$ cat src/rtl/servo_status_pkg.sv
package servo_status_pkg;

    // Value widths
    localparam int POS_W = 24;
    localparam int SPD_W = 16;
    localparam int TRQ_W = 16;
    localparam int IDX_W = 6;
    localparam int CODE_W = 3;
    localparam int REV_W = 16;

    // Register offsets
    localparam logic [3:0] ADDR_IN_POS = 4'h0;
    localparam logic [3:0] ADDR_NEAR_POS = 4'h1;
    localparam logic [3:0] ADDR_SPD_AGREE = 4'h2;
    localparam logic [3:0] ADDR_TURN_LVL = 4'h3;
    localparam logic [3:0] ADDR_CTRL = 4'h4;
    localparam logic [3:0] ADDR_STATUS = 4'h5;

    // Control register field positions
    localparam int CTRL_INV_A = 0;
    localparam int CTRL_INV_B = 1;
    localparam int CTRL_GPO_A = 2;
    localparam int CTRL_GPO_B = 3;
    localparam int CTRL_GPO_C = 4;
    localparam int CTRL_W = 5;

    // Reset values
    localparam logic [POS_W-1:0] RST_IN_POS = 24'h00000a;
    localparam logic [POS_W-1:0] RST_NEAR_POS = 24'h000064;
    localparam logic [SPD_W-1:0] RST_SPD_AGREE = 16'h000a;
    localparam logic [SPD_W-1:0] RST_TURN_LVL = 16'h0014;
    localparam logic [CTRL_W-1:0] RST_CTRL = 5'h00;

    // Serial bit period of the revolution count output
    localparam int SER_BIT_NS = 1000;
    localparam int CLK_NS = 10;
    localparam int SER_BIT_CYC = (SER_BIT_NS + CLK_NS - 1) / CLK_NS;

    typedef struct packed {
        logic in_position;
        logic near_position;
        logic speed_agree;
        logic turning;
        logic torque_limited;
        logic speed_limited;
        logic abs_valid;
        logic drive_ready;
        logic warning;
        logic alarm;
        logic home_done;
        logic in_motion;
        logic in_dwell;
        logic seq_done;
    } status_flags_s;

    typedef struct packed {
        logic phase_a;
        logic phase_b;
        logic index;
    } enc_pulses_s;

endpackage

$ cat src/rtl/revolution_serial_tx.sv
`timescale 1ns/1ps
module revolution_serial_tx (
    input wire logic i_clk_sys,
    input wire logic i_resetn,
    input wire logic i_start,
    input wire logic [servo_status_pkg::REV_W-1:0] i_count,
    output logic o_busy,
    output logic o_serial
);
    typedef enum logic [1:0] {IDLE, START, DATA, STOP} tx_state_e;
    tx_state_e state;
    logic [servo_status_pkg::REV_W-1:0] shift;
    logic [15:0] tick;
    logic [4:0] bit_cnt;
    logic tick_end;

    assign tick_end = (tick == 16'(servo_status_pkg::SER_BIT_CYC - 1));
    assign o_busy = (state != IDLE);

    // Bit timer, restarted on every state step
    always_ff @(posedge i_clk_sys or negedge i_resetn) begin
        if (!i_resetn) begin
            tick <= 16'h0000;
        end else if (state == IDLE || tick_end) begin
            tick <= 16'h0000;
        end else begin
            tick <= tick + 16'h0001;
        end
    end

    // Frame: low start bit, LSB first data, high stop bit
    always_ff @(posedge i_clk_sys or negedge i_resetn) begin
        if (!i_resetn) begin
            state <= IDLE;
            shift <= '0;
            bit_cnt <= 5'h00;
            o_serial <= 1'b1;
        end else begin
            unique case (state)
                IDLE: begin
                    o_serial <= 1'b1;
                    if (i_start) begin
                        shift <= i_count;
                        state <= START;
                        o_serial <= 1'b0;
                    end
                end
                START: begin
                    if (tick_end) begin
                        state <= DATA;
                        bit_cnt <= 5'h00;
                        o_serial <= shift[0];
                    end
                end
                DATA: begin
                    if (tick_end) begin
                        if (bit_cnt == 5'(servo_status_pkg::REV_W - 1)) begin
                            state <= STOP;
                            o_serial <= 1'b1;
                        end else begin
                            bit_cnt <= bit_cnt + 5'h01;
                            shift <= {1'b0, shift[servo_status_pkg::REV_W-1:1]};
                            o_serial <= shift[1];
                        end
                    end
                end
                STOP: begin
                    if (tick_end) begin
                        state <= IDLE;
                    end
                end
            endcase
        end
    end
endmodule

$ cat src/rtl/servo_status_output_logic.sv
// Added by the designer: the strobed register port and the placing of the registers.
`timescale 1ns/1ps
// Functional notes
// - Alarm sequence output follows any active servo alarm in every mode.
// - In-position flag while absolute position error within in-position range.
// - Near-position flag while position error within its own separate range.
// - Speed agree flag while command minus motor speed magnitude within range.
// - Turning flag while motor speed magnitude exceeds the turning level.
// - Torque limit flag while output torque reached current torque limit.
// - Speed limit flag while motor speed reached current speed limit.
// - Absolute valid flag only with absolute encoder fitted and data valid.
// - Drive ready flag while servo off and prepared to run; the code also holds it off while a servo alarm is active.
// - Warning flag on any servo warning, apart from alarm.
// - Homing done flag in indexing mode after return to home completes.
// - In-motion flag in indexing mode while a move is in progress.
// - Index number in use shown as six binary bits in indexing mode.
// - Sequence done flag in indexing mode once index movement finished.
// - Alarm type encoded onto 3-bit alarm code group during servo alarm.
// - Alarm code suppressed if any code line serves as general output.
// - Encoder A, B, index passed out; A and B inverted when selected.
// - Revolution count sent serially when absolute encoder is in use.
// - Dedicated alarm monitor output active whenever a servo alarm exists.
module servo_status_output_logic (
    input wire logic i_clk_sys,
    input wire logic i_resetn,
    // Register port
    input wire logic [3:0] i_addr,
    input wire logic [31:0] i_wdata,
    input wire logic i_wr,
    input wire logic i_rd,
    output logic [31:0] o_rdata,
    // Drive state inputs
    input wire logic signed [servo_status_pkg::POS_W-1:0] i_pos_error,
    input wire logic signed [servo_status_pkg::SPD_W-1:0] i_speed_cmd,
    input wire logic signed [servo_status_pkg::SPD_W-1:0] i_motor_speed,
    input wire logic [servo_status_pkg::TRQ_W-1:0] i_torque_abs,
    input wire logic [servo_status_pkg::TRQ_W-1:0] i_torque_limit,
    input wire logic [servo_status_pkg::SPD_W-1:0] i_speed_limit,
    input wire logic i_abs_encoder_fitted,
    input wire logic i_abs_data_valid,
    input wire logic i_servo_on,
    input wire logic i_prepared,
    input wire logic i_warning,
    input wire logic i_alarm,
    input wire logic [servo_status_pkg::CODE_W-1:0] i_alarm_type,
    input wire logic i_indexing_mode,
    input wire logic i_home_done,
    input wire logic i_move_active,
    input wire logic i_dwell_active,
    input wire logic i_seq_done,
    input wire logic [servo_status_pkg::IDX_W-1:0] i_index_num,
    input wire servo_status_pkg::enc_pulses_s i_enc,
    input wire logic i_rev_send,
    input wire logic [servo_status_pkg::REV_W-1:0] i_rev_count,
    // Status outputs
    output servo_status_pkg::status_flags_s o_flags,
    output logic [servo_status_pkg::IDX_W-1:0] o_index_num,
    output logic [servo_status_pkg::CODE_W-1:0] o_alarm_code,
    output logic o_alarm_monitor,
    output servo_status_pkg::enc_pulses_s o_enc,
    output logic o_rev_serial,
    output logic o_rev_busy
);
    logic [servo_status_pkg::POS_W-1:0] in_position_range_setting;
    logic [servo_status_pkg::POS_W-1:0] near_position_range_setting;
    logic [servo_status_pkg::SPD_W-1:0] speed_agree_range_setting;
    logic [servo_status_pkg::SPD_W-1:0] turning_level_setting;
    logic [servo_status_pkg::CTRL_W-1:0] ctrl;
    logic [servo_status_pkg::POS_W-1:0] pos_err_abs;
    logic [servo_status_pkg::SPD_W-1:0] spd_abs;
    logic signed [servo_status_pkg::SPD_W:0] spd_diff;
    logic [servo_status_pkg::SPD_W:0] spd_diff_abs;
    logic code_lines_reassigned;
    servo_status_pkg::status_flags_s next_flags;

    // Magnitudes; the diff is one bit wider so it cannot wrap
    assign pos_err_abs = i_pos_error[servo_status_pkg::POS_W-1] ? -i_pos_error : i_pos_error;
    assign spd_abs = i_motor_speed[servo_status_pkg::SPD_W-1] ? -i_motor_speed : i_motor_speed;
    assign spd_diff = {i_speed_cmd[servo_status_pkg::SPD_W-1], i_speed_cmd}
        - {i_motor_speed[servo_status_pkg::SPD_W-1], i_motor_speed};
    assign spd_diff_abs = spd_diff[servo_status_pkg::SPD_W] ? -spd_diff : spd_diff;
    assign code_lines_reassigned = ctrl[servo_status_pkg::CTRL_GPO_A]
        | ctrl[servo_status_pkg::CTRL_GPO_B] | ctrl[servo_status_pkg::CTRL_GPO_C];

    // Register writes
    always_ff @(posedge i_clk_sys or negedge i_resetn) begin
        if (!i_resetn) begin
            in_position_range_setting <= servo_status_pkg::RST_IN_POS;
            near_position_range_setting <= servo_status_pkg::RST_NEAR_POS;
            speed_agree_range_setting <= servo_status_pkg::RST_SPD_AGREE;
            turning_level_setting <= servo_status_pkg::RST_TURN_LVL;
            ctrl <= servo_status_pkg::RST_CTRL;
        end else if (i_wr) begin
            unique case (i_addr)
                servo_status_pkg::ADDR_IN_POS: begin
                    in_position_range_setting <= i_wdata[servo_status_pkg::POS_W-1:0];
                end
                servo_status_pkg::ADDR_NEAR_POS: begin
                    near_position_range_setting <= i_wdata[servo_status_pkg::POS_W-1:0];
                end
                servo_status_pkg::ADDR_SPD_AGREE: begin
                    speed_agree_range_setting <= i_wdata[servo_status_pkg::SPD_W-1:0];
                end
                servo_status_pkg::ADDR_TURN_LVL: begin
                    turning_level_setting <= i_wdata[servo_status_pkg::SPD_W-1:0];
                end
                servo_status_pkg::ADDR_CTRL: begin
                    ctrl <= i_wdata[servo_status_pkg::CTRL_W-1:0];
                end
                default: begin
                end
            endcase
        end
    end

    // Read data stands one cycle after the strobe, zero otherwise
    always_ff @(posedge i_clk_sys or negedge i_resetn) begin
        if (!i_resetn) begin
            o_rdata <= 32'h00000000;
        end else if (i_rd) begin
            unique case (i_addr)
                servo_status_pkg::ADDR_IN_POS: o_rdata <= 32'(in_position_range_setting);
                servo_status_pkg::ADDR_NEAR_POS: o_rdata <= 32'(near_position_range_setting);
                servo_status_pkg::ADDR_SPD_AGREE: o_rdata <= 32'(speed_agree_range_setting);
                servo_status_pkg::ADDR_TURN_LVL: o_rdata <= 32'(turning_level_setting);
                servo_status_pkg::ADDR_CTRL: o_rdata <= 32'(ctrl);
                servo_status_pkg::ADDR_STATUS: o_rdata <= 32'(o_flags);
                default: o_rdata <= 32'h00000000;
            endcase
        end else begin
            o_rdata <= 32'h00000000;
        end
    end

    // Flag conditions; index flags gated by indexing mode
    always_comb begin
        next_flags = '0;
        next_flags.alarm = i_alarm;
        next_flags.in_position = (pos_err_abs <= in_position_range_setting);
        next_flags.near_position = (pos_err_abs <= near_position_range_setting);
        next_flags.speed_agree = (spd_diff_abs <= {1'b0, speed_agree_range_setting});
        next_flags.turning = (spd_abs > turning_level_setting);
        next_flags.torque_limited = (i_torque_abs >= i_torque_limit);
        next_flags.speed_limited = (spd_abs >= i_speed_limit);
        next_flags.abs_valid = i_abs_encoder_fitted & i_abs_data_valid;
        next_flags.drive_ready = ~i_servo_on & i_prepared & ~i_alarm;
        next_flags.warning = i_warning;
        next_flags.home_done = i_indexing_mode & i_home_done;
        next_flags.in_motion = i_indexing_mode & i_move_active;
        next_flags.in_dwell = i_indexing_mode & i_dwell_active;
        next_flags.seq_done = i_indexing_mode & i_seq_done;
    end

    // Registered status; all clear under reset
    always_ff @(posedge i_clk_sys or negedge i_resetn) begin
        if (!i_resetn) begin
            o_flags <= '0;
            o_index_num <= '0;
        end else begin
            o_flags <= next_flags;
            o_index_num <= i_indexing_mode ? i_index_num : '0;
        end
    end

    // Alarm code and monitor; code off when any line is a general output
    always_ff @(posedge i_clk_sys or negedge i_resetn) begin
        if (!i_resetn) begin
            o_alarm_code <= '0;
            o_alarm_monitor <= 1'b0;
        end else begin
            o_alarm_code <= (i_alarm && !code_lines_reassigned) ? i_alarm_type : '0;
            o_alarm_monitor <= i_alarm;
        end
    end

    // Encoder pass-through, one flop for clean edges
    always_ff @(posedge i_clk_sys or negedge i_resetn) begin
        if (!i_resetn) begin
            o_enc <= '0;
        end else begin
            o_enc.phase_a <= i_enc.phase_a ^ ctrl[servo_status_pkg::CTRL_INV_A];
            o_enc.phase_b <= i_enc.phase_b ^ ctrl[servo_status_pkg::CTRL_INV_B];
            o_enc.index <= i_enc.index;
        end
    end

    // Only absolute encoders have a count worth sending
    revolution_serial_tx u_rev_tx (
        .i_clk_sys(i_clk_sys),
        .i_resetn(i_resetn),
        .i_start(i_rev_send & i_abs_encoder_fitted),
        .i_count(i_rev_count),
        .o_busy(o_rev_busy),
        .o_serial(o_rev_serial)
    );

    // Outputs lag reset release by one edge, so the in-position check skips that edge
    property p_alarm_follow;
        @(posedge i_clk_sys) disable iff (!i_resetn)
        (i_resetn && i_alarm) |=> (o_flags.alarm && o_alarm_monitor);
    endproperty
    a_alarm_follow: assert property (p_alarm_follow) else $error("alarm not shown");

    property p_in_pos;
        @(posedge i_clk_sys) disable iff (!i_resetn)
        ($past(i_resetn) && i_resetn)
            |-> $past(pos_err_abs <= in_position_range_setting) == o_flags.in_position;
    endproperty
    a_in_pos: assert property (p_in_pos) else $error("in-position wrong");

    property p_turning;
        @(posedge i_clk_sys) disable iff (!i_resetn)
        o_flags.turning |-> $past(spd_abs) > $past(turning_level_setting);
    endproperty
    a_turning: assert property (p_turning) else $error("turning wrong");

    property p_abs_valid;
        @(posedge i_clk_sys) disable iff (!i_resetn)
        o_flags.abs_valid |-> $past(i_abs_encoder_fitted) && $past(i_abs_data_valid);
    endproperty
    a_abs_valid: assert property (p_abs_valid) else $error("abs valid wrong");

    property p_ready;
        @(posedge i_clk_sys) disable iff (!i_resetn)
        o_flags.drive_ready |-> !$past(i_servo_on);
    endproperty
    a_ready: assert property (p_ready) else $error("ready while on");

    property p_idx_gate;
        @(posedge i_clk_sys) disable iff (!i_resetn)
        !i_indexing_mode |=> (o_index_num == '0) && !o_flags.in_motion && !o_flags.in_dwell;
    endproperty
    a_idx_gate: assert property (p_idx_gate) else $error("index out of mode");

    property p_code_supp;
        @(posedge i_clk_sys) disable iff (!i_resetn)
        code_lines_reassigned |=> o_alarm_code == '0;
    endproperty
    a_code_supp: assert property (p_code_supp) else $error("code not hidden");

    property p_code_out;
        @(posedge i_clk_sys) disable iff (!i_resetn)
        (i_resetn && i_alarm && !code_lines_reassigned)
            |=> o_alarm_code == $past(i_alarm_type);
    endproperty
    a_code_out: assert property (p_code_out) else $error("code wrong");

    property p_enc_inv;
        @(posedge i_clk_sys) disable iff (!i_resetn)
        i_resetn |=> o_enc.phase_a
            == ($past(i_enc.phase_a) ^ $past(ctrl[servo_status_pkg::CTRL_INV_A]));
    endproperty
    a_enc_inv: assert property (p_enc_inv) else $error("phase a wrong");
endmodule

$ cat config.mk
export PLATFORM = sky130hd
export DESIGN_NAME = servo_status_output_logic
export DESIGN_NICKNAME = d
export VERILOG_FILES = /design/src/rtl/servo_status_pkg.sv /design/src/rtl/revolution_serial_tx.sv /design/src/rtl/servo_status_output_logic.sv
export SDC_FILE = /design/constraint.sdc
export NUM_CORES = 1
export LEC_CHECK = 0
export ABC_AREA = 1
export BUFFER_PORTS_ARGS = -buffer_cell sky130_fd_sc_hd__buf_2
export CORE_UTILIZATION = 50
export CTS_CLUSTER_SIZE = 12
export DETAILED_ROUTE_END_ITERATION = 8
export GPL_TIMING_DRIVEN = 0
export PLACE_DENSITY = 0.73
export SYNTH_ARGS = -nofsm -noshare
export SYNTH_HDL_FRONTEND = slang
export SYNTH_SLANG_ARGS = --single-unit
$ cat constraint.sdc
create_clock -name i_clk_sys -period 3.6 [get_ports i_clk_sys]
set_clock_uncertainty 0.15 [all_clocks]
set_input_delay 0.36 -clock i_clk_sys [delete_from_list [all_inputs] [get_ports i_clk_sys]]
set_output_delay 0.36 -clock i_clk_sys [all_outputs]
set_load 0.05 [all_outputs]
==> results of run 1 <==
==> worst paths after layout <==
check	depth (start not counted)	end	startpoint	slack, ns
setup / recovery	30	o_flags[11]$_DFF_PN0_	i_speed_cmd[0]	0.28
hold / removal	3	o_flags[7]$_DFF_PN0_	i_abs_encoder_fitted	0.01
setup reg to reg	8	u_rev_tx.shift[13]$_DFFE_PN0P_	u_rev_tx.bit_cnt[0]$_DFFE_PN0P_	1.54
hold reg to reg	1	u_rev_tx.tick[0]$_DFF_PN0_	u_rev_tx.tick[0]$_DFF_PN0_	0.31
max in group asynchronous	3	near_position_range_setting[2]$_DFFE_PN1P_	i_resetn	2.10
min in group asynchronous	2	in_position_range_setting[12]$_DFFE_PN0P_	i_resetn	0.31
==> worst max-delay path, delay by kind of cell <==
kind                     cells  cell delay, ns
buffers and inverters        6            0.49
adder cells (fa/ha/maj)      3            0.86
AO/OA/AOI/OAI                2            0.21
XOR/XNOR                     1            0.17
AND/OR/NAND/NOR             18            1.36
==> metal layers <==
layer	wire length, µm	up-vias	track usage (%)
li1	-	5893	-
met1	15500	5432	37.4
met2	15100	380	42.9
met3	2260	26	5.08
met4	322	0	5.46
met5	0	-	0
==> layout make-up <==
| class | instances | area (µm²) |
|---|---|---|
| inverters | 299 | 1130 |
| clock buffers | 20 | 457 |
| repair buffers | 250 | 1390 |
| diodes | 1 | 2.50 |
| fillers | 2214 | 9470 |
| well taps | 324 | 405 |
| multi-input cells | 1139 | 6670 |
| clock inverters | 12 | 100 |
| flip-flops and latches | 175 | 4390 |
| plain buffers | 45 | 236 |
==> stage by stage <==
| step | power (mW) | setup WS [ns] | util, % | instances | instance area [µm²] |
|---|---|---|---|---|---|
| after global placement | 5.25 | -0.729 | 57.4 | 2209 | 13900 |
| after floorplan | 4.58 | 0.258 | - | 1658 | 12400 |
| final | 7.13 | 0.285 | 60.9 | 2265 | 14800 |
| after CTS | 7.12 | 0.162 | 60.7 | 2263 | 14700 |
| after global routing | 7.67 | -0.0271 | 60.9 | 2264 | 14800 |
| after detailed placement | 5.34 | -0.260 | 57.5 | 2210 | 13900 |
==> timing repair <==
action | CTS | global route
hold endpoints to repair | 84 | 0
gates resized for setup | 0 | 14
setup buffers | 0 | 1
hold buffers | 21 | 0
endpoints found under the setup margin | 0 | 2
==> logic make-up (layout without fill, tap and decap cells) <==
family / count (synthesis) / after routing / synth area share (%)
and+or+nand+nor: 653 / 653 / 22.5
buffers and inverters: 344 / 626 / 11.0
AOI/OAI and AO/OA: 289 / 289 / 13.2
DFF: 175 / 175 / 35.6
adders and majority gates: 139 / 139 / 14.2
xor gates and xnor gates: 49 / 49 / 3.48
other: 1 / 9 / 0.0304
muxes: 1 / 1 / 0.0811
==> where the power goes <==
part	total [mW]	internal (mW)	switching (mW)
Combinational	2.77	1.00	1.76
Sequential	2.61	2.37	0.238
Clock	1.76	0.936	0.819
==> sequential cells by signal, summed over array words and instances, names as in the netlist, 6 cells and up <==
register / flops
u_rev_tx.shift: 16
speed_agree_range_setting: 16
u_rev_tx.tick: 16
o_rdata: 24
turning_level_setting: 16
near_position_range_setting: 24
o_index_num: 6
in_position_range_setting: 24
o_flags: 13
==> layout by cell type, fill, tap and decap left out, types with 3 or more instances in the layout <==
cell type and instances:
a211oi_1 5, a21oi_1 78, a221oi_1 4, a311oi_1 9
a31oi_1 20, buf_2 235, buf_4 10, buf_6 3
clkbuf_1 25, clkbuf_16 17, clkinv_4 3, clkinvlp_4 3
conb_1 8, dfrtp_1 165, dfstp_2 10, dlygate4sd3_1 21
ha_1 137, inv_1 292, inv_2 4, inv_6 3
nand2_1 374, nand2_2 11, nand3_1 64, nand3_2 3
nand3b_1 5, nand4_1 21, nor2_1 122, nor2_2 5
nor3_1 26, nor3_2 4, nor3b_1 5, nor4_1 5
o21a_1 4, o21ai_0 121, o21bai_1 5, o221ai_1 3
o22ai_1 30, xnor2_1 9, xor2_1 40
==> impl_metrics.env, run 1 <==
export IMPL_dr_pass1_iters=6
export IMPL_rows=57
export IMPL_worstSetupPathType="in -> reg"
export IMPL_arrival_ns=3.48
export IMPL_grt_usage_pct=26.7
export IMPL_layout_min_cycle_time_ns=3.32
export IMPL_area_growth_pct=19.7
export IMPL_grt_antenna_before_repair=2
export IMPL_fp_dieH_um=159
export IMPL_synth_area_top_cells="dfrtp_1, ha_1, nand2_1"
export IMPL_synth_top_cell_by_area="dfrtp_1"
export IMPL_ant_nets=0
export IMPL_route_detailed_drc=0
export IMPL_clock_latency_ns=0.43
export IMPL_grt_max_degree=108
export IMPL_yosysMostFrequentCell="nand2_1"
export IMPL_worstPathRequired_ns=3.76
export IMPL_tns_ns=0
export IMPL_nets=2250
export IMPL_totalWireLength_mm=33.1
export IMPL_fin_crit_sh_pct=92.1
export IMPL_syn_area_per_cell_um2=7.48
export IMPL_fmax_ghz=0.302
export IMPL_die_x_um=159
export IMPL_ir_drop_mv=0.428
export IMPL_timing_hold_ws_ns=0.0103
export IMPL_avgRoutedWirePerCell_um=14.6
export IMPL_via_per_inst=5.18
export IMPL_die_area_um2=25300
export IMPL_ys_seq_area_share_pct=35.6
export IMPL_cts_reportedPaths_clkPinSlew_ns=0.07
export IMPL_synthFlopType="dfrtp_1"
export IMPL_ys_top_cells_by_count="nand2_1, inv_1, dfrtp_1"
export IMPL_portBuffers=227
export IMPL_cpMostUsedCell="nand2_1"
export IMPL_worst_path_max_delay_cell="fa_2"
export IMPL_p_per_area_nw_per_um2=482
export IMPL_finalHoldViolCount=0
export IMPL_cts_htree_levels=4
export IMPL_overflow=0
export IMPL_first_global_vias=11200
export IMPL_cp_max_fo=10
export IMPL_post_dp_hpwl_mm=26.5
export IMPL_place_gp_congestion=0.894
export IMPL_maxSlewHeadroom_pct=52.6
export IMPL_cts_buffers_inserted=17
export IMPL_cts_sinks=175
export IMPL_drtIter0Drc=732
export IMPL_drv_slew=0
export IMPL_synth_edf_count=0
export IMPL_yosys_warnings=0
export IMPL_ys_ff_latch=175
export IMPL_power_leakage_nw=8.03
export IMPL_max_slew_worst_pin_slew_ns=0.706
export IMPL_core_area_um2=24200
export IMPL_endpoint_kind="flop"
export IMPL_setup_viol=0
export IMPL_hold_class="in -> reg"
export IMPL_syn_inst=1651
export IMPL_mappedNetlistArea_um2=12300
export IMPL_num_vias=11700
export IMPL_initial_core_util_pct=50.9
export IMPL_rsz0062_at_grt="yes"
export IMPL_crit_path_start_kind="primary input"
export IMPL_synth_cell_types=48
export IMPL_grt_pass1_wl_mm=54.3
export IMPL_synth_top_area_share_pct=33.5
export IMPL_clockRootBuffer="clkbuf_16"
export IMPL_async_reset_ff_share_pct=100
export IMPL_cts_tree="built"
export IMPL_clk_path_buf_depth=2
export IMPL_max_stage_delay_ns=0.36
export IMPL_pin_count=245
export IMPL_status="finished, final reports clean"
export IMPL_drive_above_1_share_pct=17.0
export IMPL_cap_violations=0
No activity file was read; power rests on OpenSTA's default activity.
==> inputs of run 2 (changes only) <==
--- a/config.mk
+++ b/config.mk
@@ -8,6 +8,7 @@
 export ABC_AREA = 1
 export BUFFER_PORTS_ARGS = -buffer_cell sky130_fd_sc_hd__buf_2
 export CORE_UTILIZATION = 50
+export CTS_BUF_LIST = sky130_fd_sc_hd__clkbuf_8
 export CTS_CLUSTER_SIZE = 12
 export DETAILED_ROUTE_END_ITERATION = 8
 export GPL_TIMING_DRIVEN = 0
==> run 2 against run 1 <==
- via count grew 1.1%
- clock-buffer cell count decreased by 1
- final area up 0.34%
- die area stayed put
- hold slack better by 0.0096 ns
- wire length increased by 2.4%
- global-route usage up 0.66 points
- largest power group unchanged
==> impl_metrics.env, run 2 (synthesis gave the netlist of run 1 again) <==
export IMPL_place_gp_congestion=0.894
export IMPL_ant_nets=0
export IMPL_crit_path_start_kind="primary input"
export IMPL_dpl_cell_area_um2=13900
export IMPL_avgRoutedWirePerCell_um=14.8
export IMPL_grt_antenna_before_repair=3
export IMPL_worstPathRequired_ns=3.79
export IMPL_initial_core_util_pct=50.9
export IMPL_clk_path_buf_depth=2
export IMPL_power_leakage_nw=8.05
export IMPL_maxSlewHeadroom_pct=53.3
export IMPL_pin_count=245
export IMPL_nets=2276
export IMPL_finish_utilization_pct=61.2
export IMPL_grt_usage_pct=27.3
export IMPL_dr_pass1_iters=5
export IMPL_design_area_um2=14800
export IMPL_totalWireLength_mm=33.9
export IMPL_p_per_area_nw_per_um2=452
export IMPL_core_area_um2=24200
export IMPL_cts_htree_levels=4
export IMPL_grtUsageMet1_pct=38.0
export IMPL_overflow=0
export IMPL_drtIter0Drc=730
export IMPL_portBuffers=227
export IMPL_die_area_um2=25300
export IMPL_finalNonFillerCells=2292
export IMPL_setup_viol=0
export IMPL_endpoint_kind="flop"
export IMPL_cts_sinks=175
export IMPL_first_global_vias=11300
export IMPL_cts_buffers_inserted=17
export IMPL_grt_max_degree=108
export IMPL_cts_reportedPaths_clkPinSlew_ns=0.10
export IMPL_cts_tree="built"
export IMPL_num_vias=11900
export IMPL_post_dp_hpwl_mm=26.5
export IMPL_arrival_ns=3.50
export IMPL_grtUsageMet2_pct=44.0
export IMPL_finalHoldViolCount=0
export IMPL_drive_above_1_share_pct=16.6
export IMPL_grt_busiest_layer="met2"
export IMPL_grt_pass1_wl_mm=55.5
export IMPL_cap_violations=0
export IMPL_rows=57
export IMPL_max_slew_worst_pin_slew_ns=0.695
export IMPL_top_regs="in_position_range_setting (24), near_position_range_setting (24), o_rdata (24)"
export IMPL_layout_min_cycle_time_ns=3.31
export IMPL_dp_cells=2210
export IMPL_nFillCells=2213
export IMPL_status="finished, final reports clean"
export IMPL_fin_crit_sh_pct=92.0
export IMPL_worstSetupPathType="in -> reg"
export IMPL_final_common_cell="nand2_1"
export IMPL_ir_drop_mv=0.462
export IMPL_clock_latency_ns=0.48
export IMPL_hold_class="in -> reg"
export IMPL_use_met3_pct=5.81
export IMPL_fp_dieH_um=159
export IMPL_cp_max_fo=5
export IMPL_layout_common_cells="nand2_1, inv_1, buf_2"
export IMPL_die_x_um=159
export IMPL_via_per_inst=5.17
export IMPL_fmax_ghz=0.302
export IMPL_area_growth_pct=20.1
export IMPL_drv_slew=0
export IMPL_clockRootBuffer="clkbuf_8"
export IMPL_rsz0062_at_grt="no"
export IMPL_route_detailed_drc=0
run 2: final cells by class:
class | instances | area [µm²] | share of cell area, %
antenna | 2 | 5.00 | 0.0338
timing repair buffer | 276 | 1650 | 11.1
tap | 324 | 405 | 2.73
clock buffer | 19 | 262 | 1.76
buffer | 45 | 236 | 1.59
clock inverter | 13 | 104 | 0.700
inverter | 299 | 1130 | 7.59
multi-input combinational | 1139 | 6650 | 44.8
sequential | 175 | 4390 | 29.6
run 2: through the flow:
stage | TNS, ns | power [mW] | hold slack (ns) | setup slack, ns
2_1_floorplan | 0 | 4.58 | -0.0856 | 0.258
3_3_place_gp | -116.72 | 5.25 | 0.296 | -0.729
3_5_place_dp | -0.399 | 5.34 | 0.204 | -0.260
4_1_cts | 0 | 6.67 | 0.00193 | 0.221
5_1_grt | 0 | 7.23 | 0.00190 | 0.0139
6_report | 0 | 6.70 | 0.0198 | 0.289
run 2: worst paths after layout:
check	start	endpoint	slack, ns	depth (start not counted)
worst max-delay path	i_motor_speed[0]	o_flags[10]$_DFF_PN0_	0.29	15
worst min-delay path	i_wdata[19]	in_position_range_setting[19]$_DFFE_PN0P_	0.02	3
worst max register to register	u_rev_tx.tick[0]$_DFF_PN0_	u_rev_tx.tick[14]$_DFF_PN0_	1.53	12
worst min register to register	u_rev_tx.tick[0]$_DFF_PN0_	u_rev_tx.tick[0]$_DFF_PN0_	0.32	1
max in group asynchronous	i_resetn	near_position_range_setting[2]$_DFFE_PN1P_	2.14	3
min in group asynchronous	i_resetn	in_position_range_setting[13]$_DFFE_PN0P_	0.27	2
run 2: power by group:
group | internal (mW) | leakage [nW] | total [mW] | switching, mW
sequential | 2.37 | 2.22 | 2.61 | 0.240
combinational | 1.02 | 5.65 | 2.79 | 1.77
clock | 0.527 | 0.188 | 1.30 | 0.774
run 2: critical path, cell delays in order:
cell and delay, ns:
buf_2 0.11, inv_1 0.15, ha_1 0.19, nand2_1 0.07, nor2_1 0.15, nand3_1 0.12, nor3_1 0.45, nand4_1 0.24
o21ai_0 0.27, xor2_1 0.14, ha_1 0.31, nand4_1 0.11, or3_1 0.40, nor4_1 0.30, a21oi_1 0.12
run 2: metal layers:
metal	wire length (µm)	vias to the layer above
li1	-	5947
met1	15900	5528
met2	15400	360
met3	2310	25
met4	332	0
met5	0	-
run 2: what timing repair did:
action,in CTS,in global routing
endpoints found under the hold margin,109,0
setup buffers,0,1
hold buffers,47,0
endpoints found under the setup margin,0,1
gates resized for setup,0,11
==> inputs of run 3 (changes only) <==
==> constraint.sdc (replaced) <==
create_clock -name i_clk_sys -period 3.6 [get_ports i_clk_sys]
set_clock_uncertainty 0.15 [all_clocks]
set_input_delay 0.18 -clock i_clk_sys [delete_from_list [all_inputs] [get_ports i_clk_sys]]
set_output_delay 0.18 -clock i_clk_sys [all_outputs]
set_load 0.05 [all_outputs]
==> run 3 against run 2 <==
- final area up 1.8%
- first-iteration DRC count up 3.0%
- clock-buffer cell count unchanged
- flip-flop and latch count unchanged
- cell count up 1.3%
==> impl_metrics.env, run 3 (synthesis gave the netlist of run 1 again) <==
export IMPL_fp_dieH_um=159
export IMPL_arrival_ns=3.41
export IMPL_totalWireLength_mm=34.3
export IMPL_avgRoutedWirePerCell_um=14.8
export IMPL_drive_above_1_share_pct=15.9
export IMPL_ir_drop_mv=0.482
export IMPL_first_global_vias=11600
export IMPL_switching_share_pct=41.6
export IMPL_final_common_cell="nand2_1"
export IMPL_layout_common_cells="nand2_1, inv_1, buf_2"
export IMPL_finalHoldViolCount=0
export IMPL_finalNonFillerCells=2321
export IMPL_p_per_area_nw_per_um2=445
export IMPL_num_vias=12000
export IMPL_finish_utilization_pct=62.2
export IMPL_clkPwrFrac_pct=19.4
export IMPL_worstPathRequired_ns=3.81
export IMPL_switchingPower_mw=2.79
export IMPL_portBuffers=227
export IMPL_nets=2305
export IMPL_worst_path_max_delay_cell="fa_1"
export IMPL_drv_slew=0
export IMPL_setup_viol=0
export IMPL_grt_antenna_before_repair=3
export IMPL_drtIter0Drc=752
export IMPL_rsz0062_at_grt="no"
export IMPL_post_dp_hpwl_mm=26.5
export IMPL_dr_pass1_iters=5
export IMPL_max_stage_delay_ns=0.39
export IMPL_endpoint_kind="flop"
export IMPL_worstSetupPathType="in -> reg"
export IMPL_cpMostUsedCell="nand2_1"
export IMPL_status="finished, final reports clean"
export IMPL_via_per_inst=5.15
export IMPL_core_area_um2=24200
export IMPL_dp_cells=2210
export IMPL_grt_pass1_wl_mm=56.5
export IMPL_top_regs="in_position_range_setting (24), near_position_range_setting (24), o_rdata (24)"
export IMPL_ant_nets=0
export IMPL_cap_violations=0
export IMPL_cts_sinks=175
export IMPL_pin_count=245
export IMPL_max_slew_worst_pin_slew_ns=0.707
export IMPL_clk_path_buf_depth=2
export IMPL_layout_min_cycle_time_ns=3.20
export IMPL_initial_core_util_pct=50.9
export IMPL_area_growth_pct=22.3
export IMPL_power_frac_comb_pct=41.9
export IMPL_rows=57
export IMPL_maxSlewHeadroom_pct=52.5
export IMPL_grt_usage_pct=27.8
export IMPL_die_area_um2=25300
export IMPL_crit_path_start_kind="primary input"
export IMPL_die_x_um=159
export IMPL_cts_buffers_inserted=17
export IMPL_fmax_ghz=0.312
export IMPL_fin_crit_sh_pct=88.9
export IMPL_power_leakage_nw=8.16
export IMPL_grt_max_degree=108
export IMPL_cts_htree_levels=4
export IMPL_place_gp_congestion=0.894
export IMPL_clockRootBuffer="clkbuf_8"
export IMPL_internal_power_mw=3.93
export IMPL_hold_class="in -> reg"
export IMPL_clock_latency_ns=0.47
export IMPL_power_frac_seq_pct=38.7
export IMPL_cts_tree="built"
export IMPL_cp_max_fo=10
export IMPL_cts_reportedPaths_clkPinSlew_ns=0.10
export IMPL_route_detailed_drc=0
export IMPL_overflow=0
-- run 3: area by class of cell --
class | instances | area [µm²]
Sequential cell | 175 | 4390
Buffer | 45 | 236
Fill cell | 2170 | 9160
Timing Repair Buffer | 305 | 1940
Multi-Input combinational cell | 1139 | 6620
Clock buffer | 19 | 262
Antenna cell | 2 | 5.00
Inverter | 299 | 1120
Tap cell | 324 | 405
Clock inverter | 13 | 104
-- run 3: layer usage --
metal,routed length (µm),vias to the layer above,GRT usage [%]
met5,0,-,0
met2,15700,387,45.4
li1,-,5997,-
met4,308,0,5.20
met3,2520,27,5.89
met1,15700,5552,38.2
-- run 3: worst paths after layout --
path                                                        from                                    endpoint  slack (ns)  cells past startpoint
max                                               i_speed_cmd[0]                       o_flags[11]$_DFF_PN0_        0.40                     30
min                                             i_torque_abs[15]                        o_flags[9]$_DFF_PN0_        0.02                      6
max reg2reg                turning_level_setting[15]$_DFFE_PN0P_                       o_flags[10]$_DFF_PN0_        1.51                      6
min reg2reg                           u_rev_tx.tick[0]$_DFF_PN0_                  u_rev_tx.tick[0]$_DFF_PN0_        0.32                      1
max in group asynchronous                               i_resetn  near_position_range_setting[2]$_DFFE_PN1P_        2.32                      3
min in group asynchronous                               i_resetn   in_position_range_setting[13]$_DFFE_PN0P_        0.09                      2
-- run 3: worst max-delay path, delay by kind of cell --
family,cells,cell delay [ns]
AND/OR/NAND/NOR,16,1.18
adder cells (fa/ha/maj),3,0.90
buffers and inverters,7,0.56
AO/OA/AOI/OAI,3,0.40
XOR/XNOR,1,0.17
-- run 3: repair_timing --
item / 4_1_cts / 5_1_grt
endpoints found under the hold margin: 191 / 0
resized for setup: 0 / 1
setup endpoints to repair: 0 / 1
hold buffers: 77 / 0
setup buffers: 0 / 0
-- run 3: through the flow --
step | setup TNS, ns | instance area [µm²] | hold WS (ns) | total power [mW] | setup WS [ns]
after floorplan | 0 | 12400 | -0.266 | 4.58 | 0.438
after global placement | -86.77 | 13900 | 0.138 | 5.25 | -0.549
after detailed placement | -0.0796 | 13900 | 0.0241 | 5.34 | -0.0796
after CTS | 0 | 15100 | 0.00776 | 6.70 | 0.401
after global routing | 0 | 15100 | 0.0250 | 7.25 | 0.00370
final | 0 | 15100 | 0.0225 | 6.72 | 0.399
-- run 3: power groups by stage --
stage	Clock, mW	Combinational (mW)	Sequential (mW)
after floorplan	0	1.82	2.76
after global placement	0	2.63	2.62
after detailed placement	0	2.70	2.63
after CTS	1.32	2.78	2.60
after global routing	1.39	3.20	2.65
final	1.30	2.81	2.60
